===== src/core/reset_cause_pkg.sv =====
// Shared constants and types for the reset cause tracker.
// Assumes a single 125 MHz system clock and a byte-addressed register port.
package reset_cause_pkg;

   localparam int unsigned ADDR_W = 32;
   localparam int unsigned DATA_W = 32;
   localparam int unsigned CAUSE_W = 8;

   localparam logic [31:0] CAUSE_OFFSET      = 32'hFFFF0230;
   localparam logic [31:0] CLEAR_OFFSET      = 32'hFFFF0234;
   localparam logic [31:0] SEQ_STATUS_OFFSET = 32'hFFFF0238;

   localparam int unsigned POR_BIT = 0;
   localparam int unsigned WDT_BIT = 1;
   localparam int unsigned SW_BIT  = 2;
   localparam int unsigned EXT_BIT = 3;

   localparam logic [7:0] CAUSE_USED_MASK = 8'h0F;
   localparam logic [7:0] CAUSE_RESET     = 8'h01;

   localparam int unsigned STAT_IN_RESET_BIT  = 0;
   localparam int unsigned STAT_BOOTING_BIT   = 1;
   localparam int unsigned STAT_RAM_VALID_BIT = 2;
   localparam int unsigned STAT_WDT_HELD_BIT  = 3;

   localparam int unsigned CLK_PERIOD_PS = 8000;
   localparam int unsigned HOLD_TIME_NS  = 64;
   localparam int unsigned HOLD_CYCLES   =
      (HOLD_TIME_NS * 1000 + CLK_PERIOD_PS - 1) / CLK_PERIOD_PS;

   typedef enum logic [1:0] {
      SEQ_HOLD,
      SEQ_BOOT,
      SEQ_RUN
   } seq_state_t;

   typedef struct packed {
      logic [ADDR_W-1:0] addr;
      logic [DATA_W-1:0] wdata;
      logic              wr;
      logic              rd;
   } bus_req_t;

   typedef struct packed {
      logic periph_rst_n;
      logic pin_default;
      logic wdt_rst_n;
      logic boot_start;
      logic ram_valid;
   } reset_ctl_t;

endpackage


===== src/core/reset_cause_tracker.sv =====
// Reset cause tracker: sticky cause flags, clear register and sequencer.
// Assumes rst_n is the power-on reset and all other inputs are synchronous.
//
// Contract
// - Four reset origins are told apart: pin, power-on, watchdog, software.
// - A readable and writable cause register records the latest reset origin; the code keeps every flag set since its last clear.
// - The clear register is eight bits, write only, bits mirror the cause.
// - A cause flag clears only when a one is written to its clear bit.
// - Cause bits seven to four are unused and always read as zero.
// - An external pin reset sets cause bit three.
// - Writing one to cause bit two starts a software reset, bit stays set.
// - A watchdog expiry reset sets cause bit one.
// - A power-on reset sets cause bit zero.
// - With bit two set, a clear write keeping bit two starts a reset.
//
// Strobed register access was left to the implementer.
`timescale 1ns/1ps

module reset_cause_tracker #(
   parameter int unsigned HOLD_CYCLES = reset_cause_pkg::HOLD_CYCLES,
   parameter int unsigned TIMER_W     = 8
) (
   input  wire logic                          sys_clk,
   input  wire logic                          rst_n,
   input  wire reset_cause_pkg::bus_req_t     bus_req,
   output logic [reset_cause_pkg::DATA_W-1:0] rdata,
   input  wire logic                          ext_reset_n,
   input  wire logic                          wdt_expire,
   input  wire logic                          boot_done,
   output reset_cause_pkg::reset_ctl_t        reset_ctl,
   output logic [reset_cause_pkg::CAUSE_W-1:0] reset_cause
);

   typedef struct packed {
      reset_cause_pkg::seq_state_t        seq;
      logic [reset_cause_pkg::CAUSE_W-1:0] cause;
      logic [reset_cause_pkg::DATA_W-1:0]  rdata;
      reset_cause_pkg::reset_ctl_t         ctl;
   } top_state_t;

   localparam logic [reset_cause_pkg::CAUSE_W-1:0] POR_MASK =
      reset_cause_pkg::CAUSE_W'(1) << reset_cause_pkg::POR_BIT;
   localparam logic [reset_cause_pkg::CAUSE_W-1:0] WDT_MASK =
      reset_cause_pkg::CAUSE_W'(1) << reset_cause_pkg::WDT_BIT;
   localparam logic [reset_cause_pkg::CAUSE_W-1:0] SW_MASK =
      reset_cause_pkg::CAUSE_W'(1) << reset_cause_pkg::SW_BIT;
   localparam logic [reset_cause_pkg::CAUSE_W-1:0] EXT_MASK =
      reset_cause_pkg::CAUSE_W'(1) << reset_cause_pkg::EXT_BIT;

   top_state_t q;
   top_state_t d;

   logic                                 wr_cause;
   logic                                 wr_clear;
   logic                                 rd_cause;
   logic                                 rd_status;
   logic                                 sw_request;
   logic                                 trigger;
   logic                                 hold_expired;
   logic [reset_cause_pkg::CAUSE_W-1:0]  wr_byte;
   logic [reset_cause_pkg::CAUSE_W-1:0]  set_mask;
   logic [reset_cause_pkg::CAUSE_W-1:0]  clr_mask;
   logic [reset_cause_pkg::DATA_W-1:0]   status_word;

   // Address decode; a write or read elsewhere is simply ignored.
   assign wr_cause = bus_req.wr
      && (bus_req.addr == reset_cause_pkg::CAUSE_OFFSET);
   assign wr_clear = bus_req.wr
      && (bus_req.addr == reset_cause_pkg::CLEAR_OFFSET);
   assign rd_cause = bus_req.rd
      && (bus_req.addr == reset_cause_pkg::CAUSE_OFFSET);
   assign rd_status = bus_req.rd
      && (bus_req.addr == reset_cause_pkg::SEQ_STATUS_OFFSET);

   assign wr_byte = bus_req.wdata[reset_cause_pkg::CAUSE_W-1:0];

   // A software request comes either from setting the software bit directly
   // or from a clear write that leaves an already set software bit alone.
   always_comb begin
      sw_request = 1'b0;
      if (wr_cause && wr_byte[reset_cause_pkg::SW_BIT]) begin
         sw_request = 1'b1;
      end
      if (wr_clear && q.cause[reset_cause_pkg::SW_BIT]
          && !wr_byte[reset_cause_pkg::SW_BIT]) begin
         sw_request = 1'b1;
      end
   end

   // Each origin owns one bit, so the four can never be confused.
   always_comb begin
      set_mask = '0;
      if (!ext_reset_n) begin
         set_mask = set_mask | EXT_MASK;
      end
      if (wdt_expire) begin
         set_mask = set_mask | WDT_MASK;
      end
      if (sw_request) begin
         set_mask = set_mask | SW_MASK;
      end
   end

   // Only ones in the clear write remove flags; zeros leave them alone.
   always_comb begin
      clr_mask = '0;
      if (wr_clear) begin
         clr_mask = wr_byte & reset_cause_pkg::CAUSE_USED_MASK;
      end
   end

   assign trigger = (set_mask != '0);

   always_comb begin
      status_word = '0;
      status_word[reset_cause_pkg::STAT_IN_RESET_BIT] =
         (q.seq == reset_cause_pkg::SEQ_HOLD);
      status_word[reset_cause_pkg::STAT_BOOTING_BIT] =
         (q.seq == reset_cause_pkg::SEQ_BOOT);
      status_word[reset_cause_pkg::STAT_RAM_VALID_BIT] = q.ctl.ram_valid;
      status_word[reset_cause_pkg::STAT_WDT_HELD_BIT] = !q.ctl.wdt_rst_n;
   end

   hold_timer #(
      .WIDTH       (TIMER_W),
      .RESET_COUNT (HOLD_CYCLES)
   ) i_hold_timer (
      .sys_clk (sys_clk),
      .rst_n   (rst_n),
      .load    (trigger),
      .expired (hold_expired)
   );

   always_comb begin
      d = q;
      d.ctl.boot_start = 1'b0;

      // Set wins over clear when both hit the same flag in one cycle, so a
      // reset event is never lost to a late clear from software.
      d.cause = ((q.cause & ~clr_mask) | set_mask)
         & reset_cause_pkg::CAUSE_USED_MASK;

      d.rdata = '0;
      if (rd_cause) begin
         d.rdata = {{(reset_cause_pkg::DATA_W - reset_cause_pkg::CAUSE_W)
            {1'b0}}, q.cause};
      end else if (rd_status) begin
         d.rdata = status_word;
      end

      case (q.seq)
         reset_cause_pkg::SEQ_HOLD: begin
            if (hold_expired && !trigger) begin
               d.seq = reset_cause_pkg::SEQ_BOOT;
               d.ctl.periph_rst_n = 1'b1;
               d.ctl.pin_default = 1'b0;
               d.ctl.wdt_rst_n = 1'b1;
               d.ctl.boot_start = 1'b1;
            end
         end
         reset_cause_pkg::SEQ_BOOT: begin
            if (boot_done) begin
               d.seq = reset_cause_pkg::SEQ_RUN;
            end
         end
         reset_cause_pkg::SEQ_RUN: begin
            d.seq = reset_cause_pkg::SEQ_RUN;
         end
         default: begin
            d.seq = reset_cause_pkg::SEQ_HOLD;
         end
      endcase

      // A new event restarts the hold from any state. The watchdog keeps
      // its present reset level, so only a power-on hold resets it.
      if (trigger) begin
         d.seq = reset_cause_pkg::SEQ_HOLD;
         d.ctl.periph_rst_n = 1'b0;
         d.ctl.pin_default = 1'b1;
         d.ctl.ram_valid = 1'b1;
      end
   end

   // The cause register is reset only by power-on, never by the system
   // reset it generates, which is what lets software read it after boot.
   always_ff @(posedge sys_clk or negedge rst_n) begin
      if (!rst_n) begin
         q.seq <= reset_cause_pkg::SEQ_HOLD;
         q.cause <= reset_cause_pkg::CAUSE_RESET;
         q.rdata <= '0;
         q.ctl.periph_rst_n <= 1'b0;
         q.ctl.pin_default <= 1'b1;
         q.ctl.wdt_rst_n <= 1'b0;
         q.ctl.boot_start <= 1'b0;
         q.ctl.ram_valid <= 1'b0;
      end else begin
         q <= d;
      end
   end

   assign rdata = q.rdata;
   assign reset_ctl = q.ctl;
   assign reset_cause = q.cause;

endmodule


===== src/core/hold_timer.sv =====
// Down-counter that measures how long the system stays in reset.
// Assumes load is a synchronous request from the sequencer.
`timescale 1ns/1ps

module hold_timer #(
   parameter int unsigned WIDTH       = 8,
   parameter int unsigned RESET_COUNT = 8
) (
   input  wire logic sys_clk,
   input  wire logic rst_n,
   input  wire logic load,
   output logic      expired
);

   typedef struct packed {
      logic [WIDTH-1:0] count;
      logic             expired;
   } timer_state_t;

   localparam logic [WIDTH-1:0] LOAD_VALUE = WIDTH'(RESET_COUNT - 1);

   timer_state_t q;
   timer_state_t d;

   always_comb begin
      d = q;
      if (load) begin
         d.count = LOAD_VALUE;
         d.expired = 1'b0;
      end else if (q.count != '0) begin
         d.count = q.count - WIDTH'(1);
         d.expired = 1'b0;
      end else begin
         d.expired = 1'b1;
      end
   end

   always_ff @(posedge sys_clk or negedge rst_n) begin
      if (!rst_n) begin
         q.count <= LOAD_VALUE;
         q.expired <= 1'b0;
      end else begin
         q <= d;
      end
   end

   assign expired = q.expired;

endmodule


===== config.mk =====
export PLATFORM = sky130hd
export DESIGN_NAME = reset_cause_tracker
export DESIGN_NICKNAME = d
export VERILOG_FILES = /design/src/core/reset_cause_pkg.sv /design/src/core/reset_cause_tracker.sv /design/src/core/hold_timer.sv
export SDC_FILE = /design/constraint.sdc
export NUM_CORES = 1
export LEC_CHECK = 0
export BUFFER_PORTS_ARGS = -buffer_cell sky130_fd_sc_hd__buf_2
export CORE_MARGIN = 2
export CORE_UTILIZATION = 44
export DETAILED_ROUTE_END_ITERATION = 10
export GPL_ROUTABILITY_DRIVEN = 0
export PLACE_DENSITY = 0.86
export SLEW_MARGIN = 30
export SYNTH_ARGS = -nofsm -noshare
export SYNTH_HDL_FRONTEND = slang
export SYNTH_HIERARCHICAL = 1
export SYNTH_SLANG_ARGS = --single-unit

===== constraint.sdc =====
create_clock -name sys_clk -period 4.6 [get_ports sys_clk]
set_input_delay 0.69 -clock sys_clk [delete_from_list [all_inputs] [get_ports sys_clk]]
set_output_delay 0.69 -clock sys_clk [all_outputs]
set_load 0.01 [all_outputs]

==> qor.txt <==
worst hold path type: primary input to asynchronous set/reset pin
Global Route met1 Usage: 16.7%
CTS Buffer Depth: 2
Yosys reg bits: 24
Power Density: 214 mW/mm^2
Num CTS Buffers: 3
critical path endpoint category: register
WP data required: 4.81 ns
number of global-route vias before repair: 1214
share of cells above drive strength 1: 33.3%
clock skew: 0.00196 ns
clk_lat worst skew: 0.30 ns
IO Count: 116
Post-DP Area: 0.00170 mm^2
Period minus WS final: 2.58 ns
Synth Instances: 168
H-tree depth: 1
chip height: 64.3 um
mapped cell area: 0.00160 mm^2
setup TNS: 0 ns
number of synthesized flops with an enable pin: 0
ys async rst share: 100%
largest net degree at the start of global routing: 25
f_max: 387 MHz
DR iter-0 viols: 56
total gr overflow: 0
Clock Pin Slew Worst Setup and Hold Paths: 0.12 ns
wire per inst: 11.1 um
commonest non-fill, non-tap cells in the layout: buf_2 (55), conb_1 (32), dfrtp_1 (19), nor2_1 (13), inv_1 (10)
via count: 1202
Detailed Route WL: 2.84 mm
Clock Sinks: 24
Site Rows: 21
leakage power: 0.000904 uW
post-synthesis sequential area ratio: 37.9%
# setup viols final: 0
port bufs: 55
fin area: 0.00173 mm^2
global route hottest layer: met2
CTS tree: yes
die area: 0.00413 mm^2
CP max FO: 19
Yosys cell types: 44
RSZ-0062 raised after global routing: false
ys flop type: dfrtp_1
Setup Buffers After CTS: 0
Post-DRT Antenna Nets: 0
crit path DAT: 2.79 ns
fin. max-slew vios: 0
Worst Tran Pin Value: 0.716 ns
GRT Total Usage: 15.2%
HPWL after detailed placement: 2.32 mm
cts repair resizes: 0
Slew headroom: 51.8%
met2 usage: 29.2%
Initial Util: 46.8%
met3 Use GR: 3.70%
initial antenna violation count: 0
number of diodes: 0
status: completed
nets: 286
first-pass GRT wire length: 5.09 mm
Root Buffer: clkbuf_4
Hold Vio Cnt, Final: 0
CTS Hold Bufs: 0
drt first pass iters: 4
syn avg cell area: 9.52 um^2
Layout area overhead: 8.29%
startpoint types: primary input
most common cell after layout, fill and taps aside: buf_2
peak supply drop: 96.5 uV
core area: 0.00342 mm^2
DRC viols: 0
Avg Vias per Cell: 4.70
Max Cap Violations: 0
Setup Crit Path Kind: primary input to register
Die W: 64.3 um
fin crit share: 56.1%
Syn. warnings: 6
## cell type report
| type | instances | area, um^2 |
|---|---|---|
| Clock buffer | 4 | 36.3 |
| Fill cell | 336 | 1680 |
| Inverter | 10 | 37.5 |
| Multi-Input combinational cell | 117 | 718 |
| Sequential cell | 24 | 607 |
| Tap cell | 46 | 57.6 |
| Timing Repair Buffer | 55 | 275 |
## state kept, by name, summed over array words and instances, names as in the netlist
signal	flops
q	2
reset_cause	4
i_hold_timer/q	8
rdata	4
reset_ctl	5
i_hold_timer/expired	1
## Yosys cell counts, types with 2 or more instances
cell type / number / share of area [%]
buf_4: 46 / 22
o21ai_0: 3 / 0.94
dfrtp_1: 19 / 30
a41oi_1: 2 / 1.1
nand2_1: 5 / 1.2
nor4_1: 3 / 1.2
o31ai_1: 2 / 0.94
nand4_1: 5 / 2.0
nand2b_1: 3 / 1.2
a21oi_1: 5 / 1.6
clkbuf_1: 2 / 0.47
ha_1: 4 / 3.1
dfstp_2: 5 / 8.2
mux2i_1: 7 / 4.4
nor3_1: 2 / 0.63
nor2b_1: 4 / 1.6
inv_1: 10 / 2.3
nor2_1: 13 / 3.1
or4_1: 2 / 0.94
a31oi_1: 2 / 0.78
## cells by family (layout without fill, tap and decap cells)
| logic type | count (synthesis) | count (layout) | share of synthesized area (%) |
|---|---|---|---|
| AOI/OAI and AO/OA | 23 | 23 | 10.2 |
| adders and majority gates | 4 | 4 | 3.13 |
| buffers and inverters | 58 | 69 | 24.4 |
| DFF | 24 | 24 | 38.0 |
| muxes | 7 | 7 | 4.38 |
| other | 1 | 32 | 0.235 |
| and+or+nand+nor | 51 | 51 | 19.7 |
## path summary, 6_finish.rpt
path,slack (ns),cells after the start,to,from
max,2.02,7,i_hold_timer/q[8]$_DFFE_PN0N_,bus_req[48]
min,0.33,1,rdata[3]$_DFF_PN0_,rst_n
max reg2reg,2.79,6,i_hold_timer/q[8]$_DFFE_PN0N_,reset_cause[2]$_DFF_PN0_
min reg2reg,0.47,2,reset_cause[0]$_DFF_PN1_,reset_cause[0]$_DFF_PN1_
max in group asynchronous,3.91,1,reset_ctl[3]$_DFFE_PN1P_,rst_n
min in group sys_clk,0.47,2,reset_cause[0]$_DFF_PN1_,reset_cause[0]$_DFF_PN1_
## through the flow
step / instances / hold slack [ns] / worst slack, ns / total power [uW] / utilization [%]
after floorplan: 199 / 0.394 / 2.01 / 263 / -
after global placement: 252 / 0.448 / 1.68 / 265 / 49.6
after detailed placement: 252 / 0.449 / 1.69 / 266 / 49.6
after CTS: 256 / 0.340 / 2.02 / 375 / 50.7
after global routing: 256 / 0.355 / 1.85 / 390 / 50.7
final: 256 / 0.331 / 2.02 / 370 / 50.7
## worst max-delay path, cell delays in order
cell and delay [ns]:
buf_2 0.09, or4_1 0.52, and4bb_1 0.37, a41o_1 0.59
nor3_1 0.12, and3_1 0.20, a31o_2 0.20
## report_power, final
group	internal, uW	switching [uW]
Combinational	18.5	29.5
Sequential	213	1.40
Clock	48.3	59.4
## metal layers
layer | wire (um) | share of wire, %
met1 | 1160 | 41
met2 | 1470 | 52
met3 | 212 | 7.5
met4 | 0 | 0
met5 | 0 | 0
Note: power is estimated with default switching activity, not from simulation.
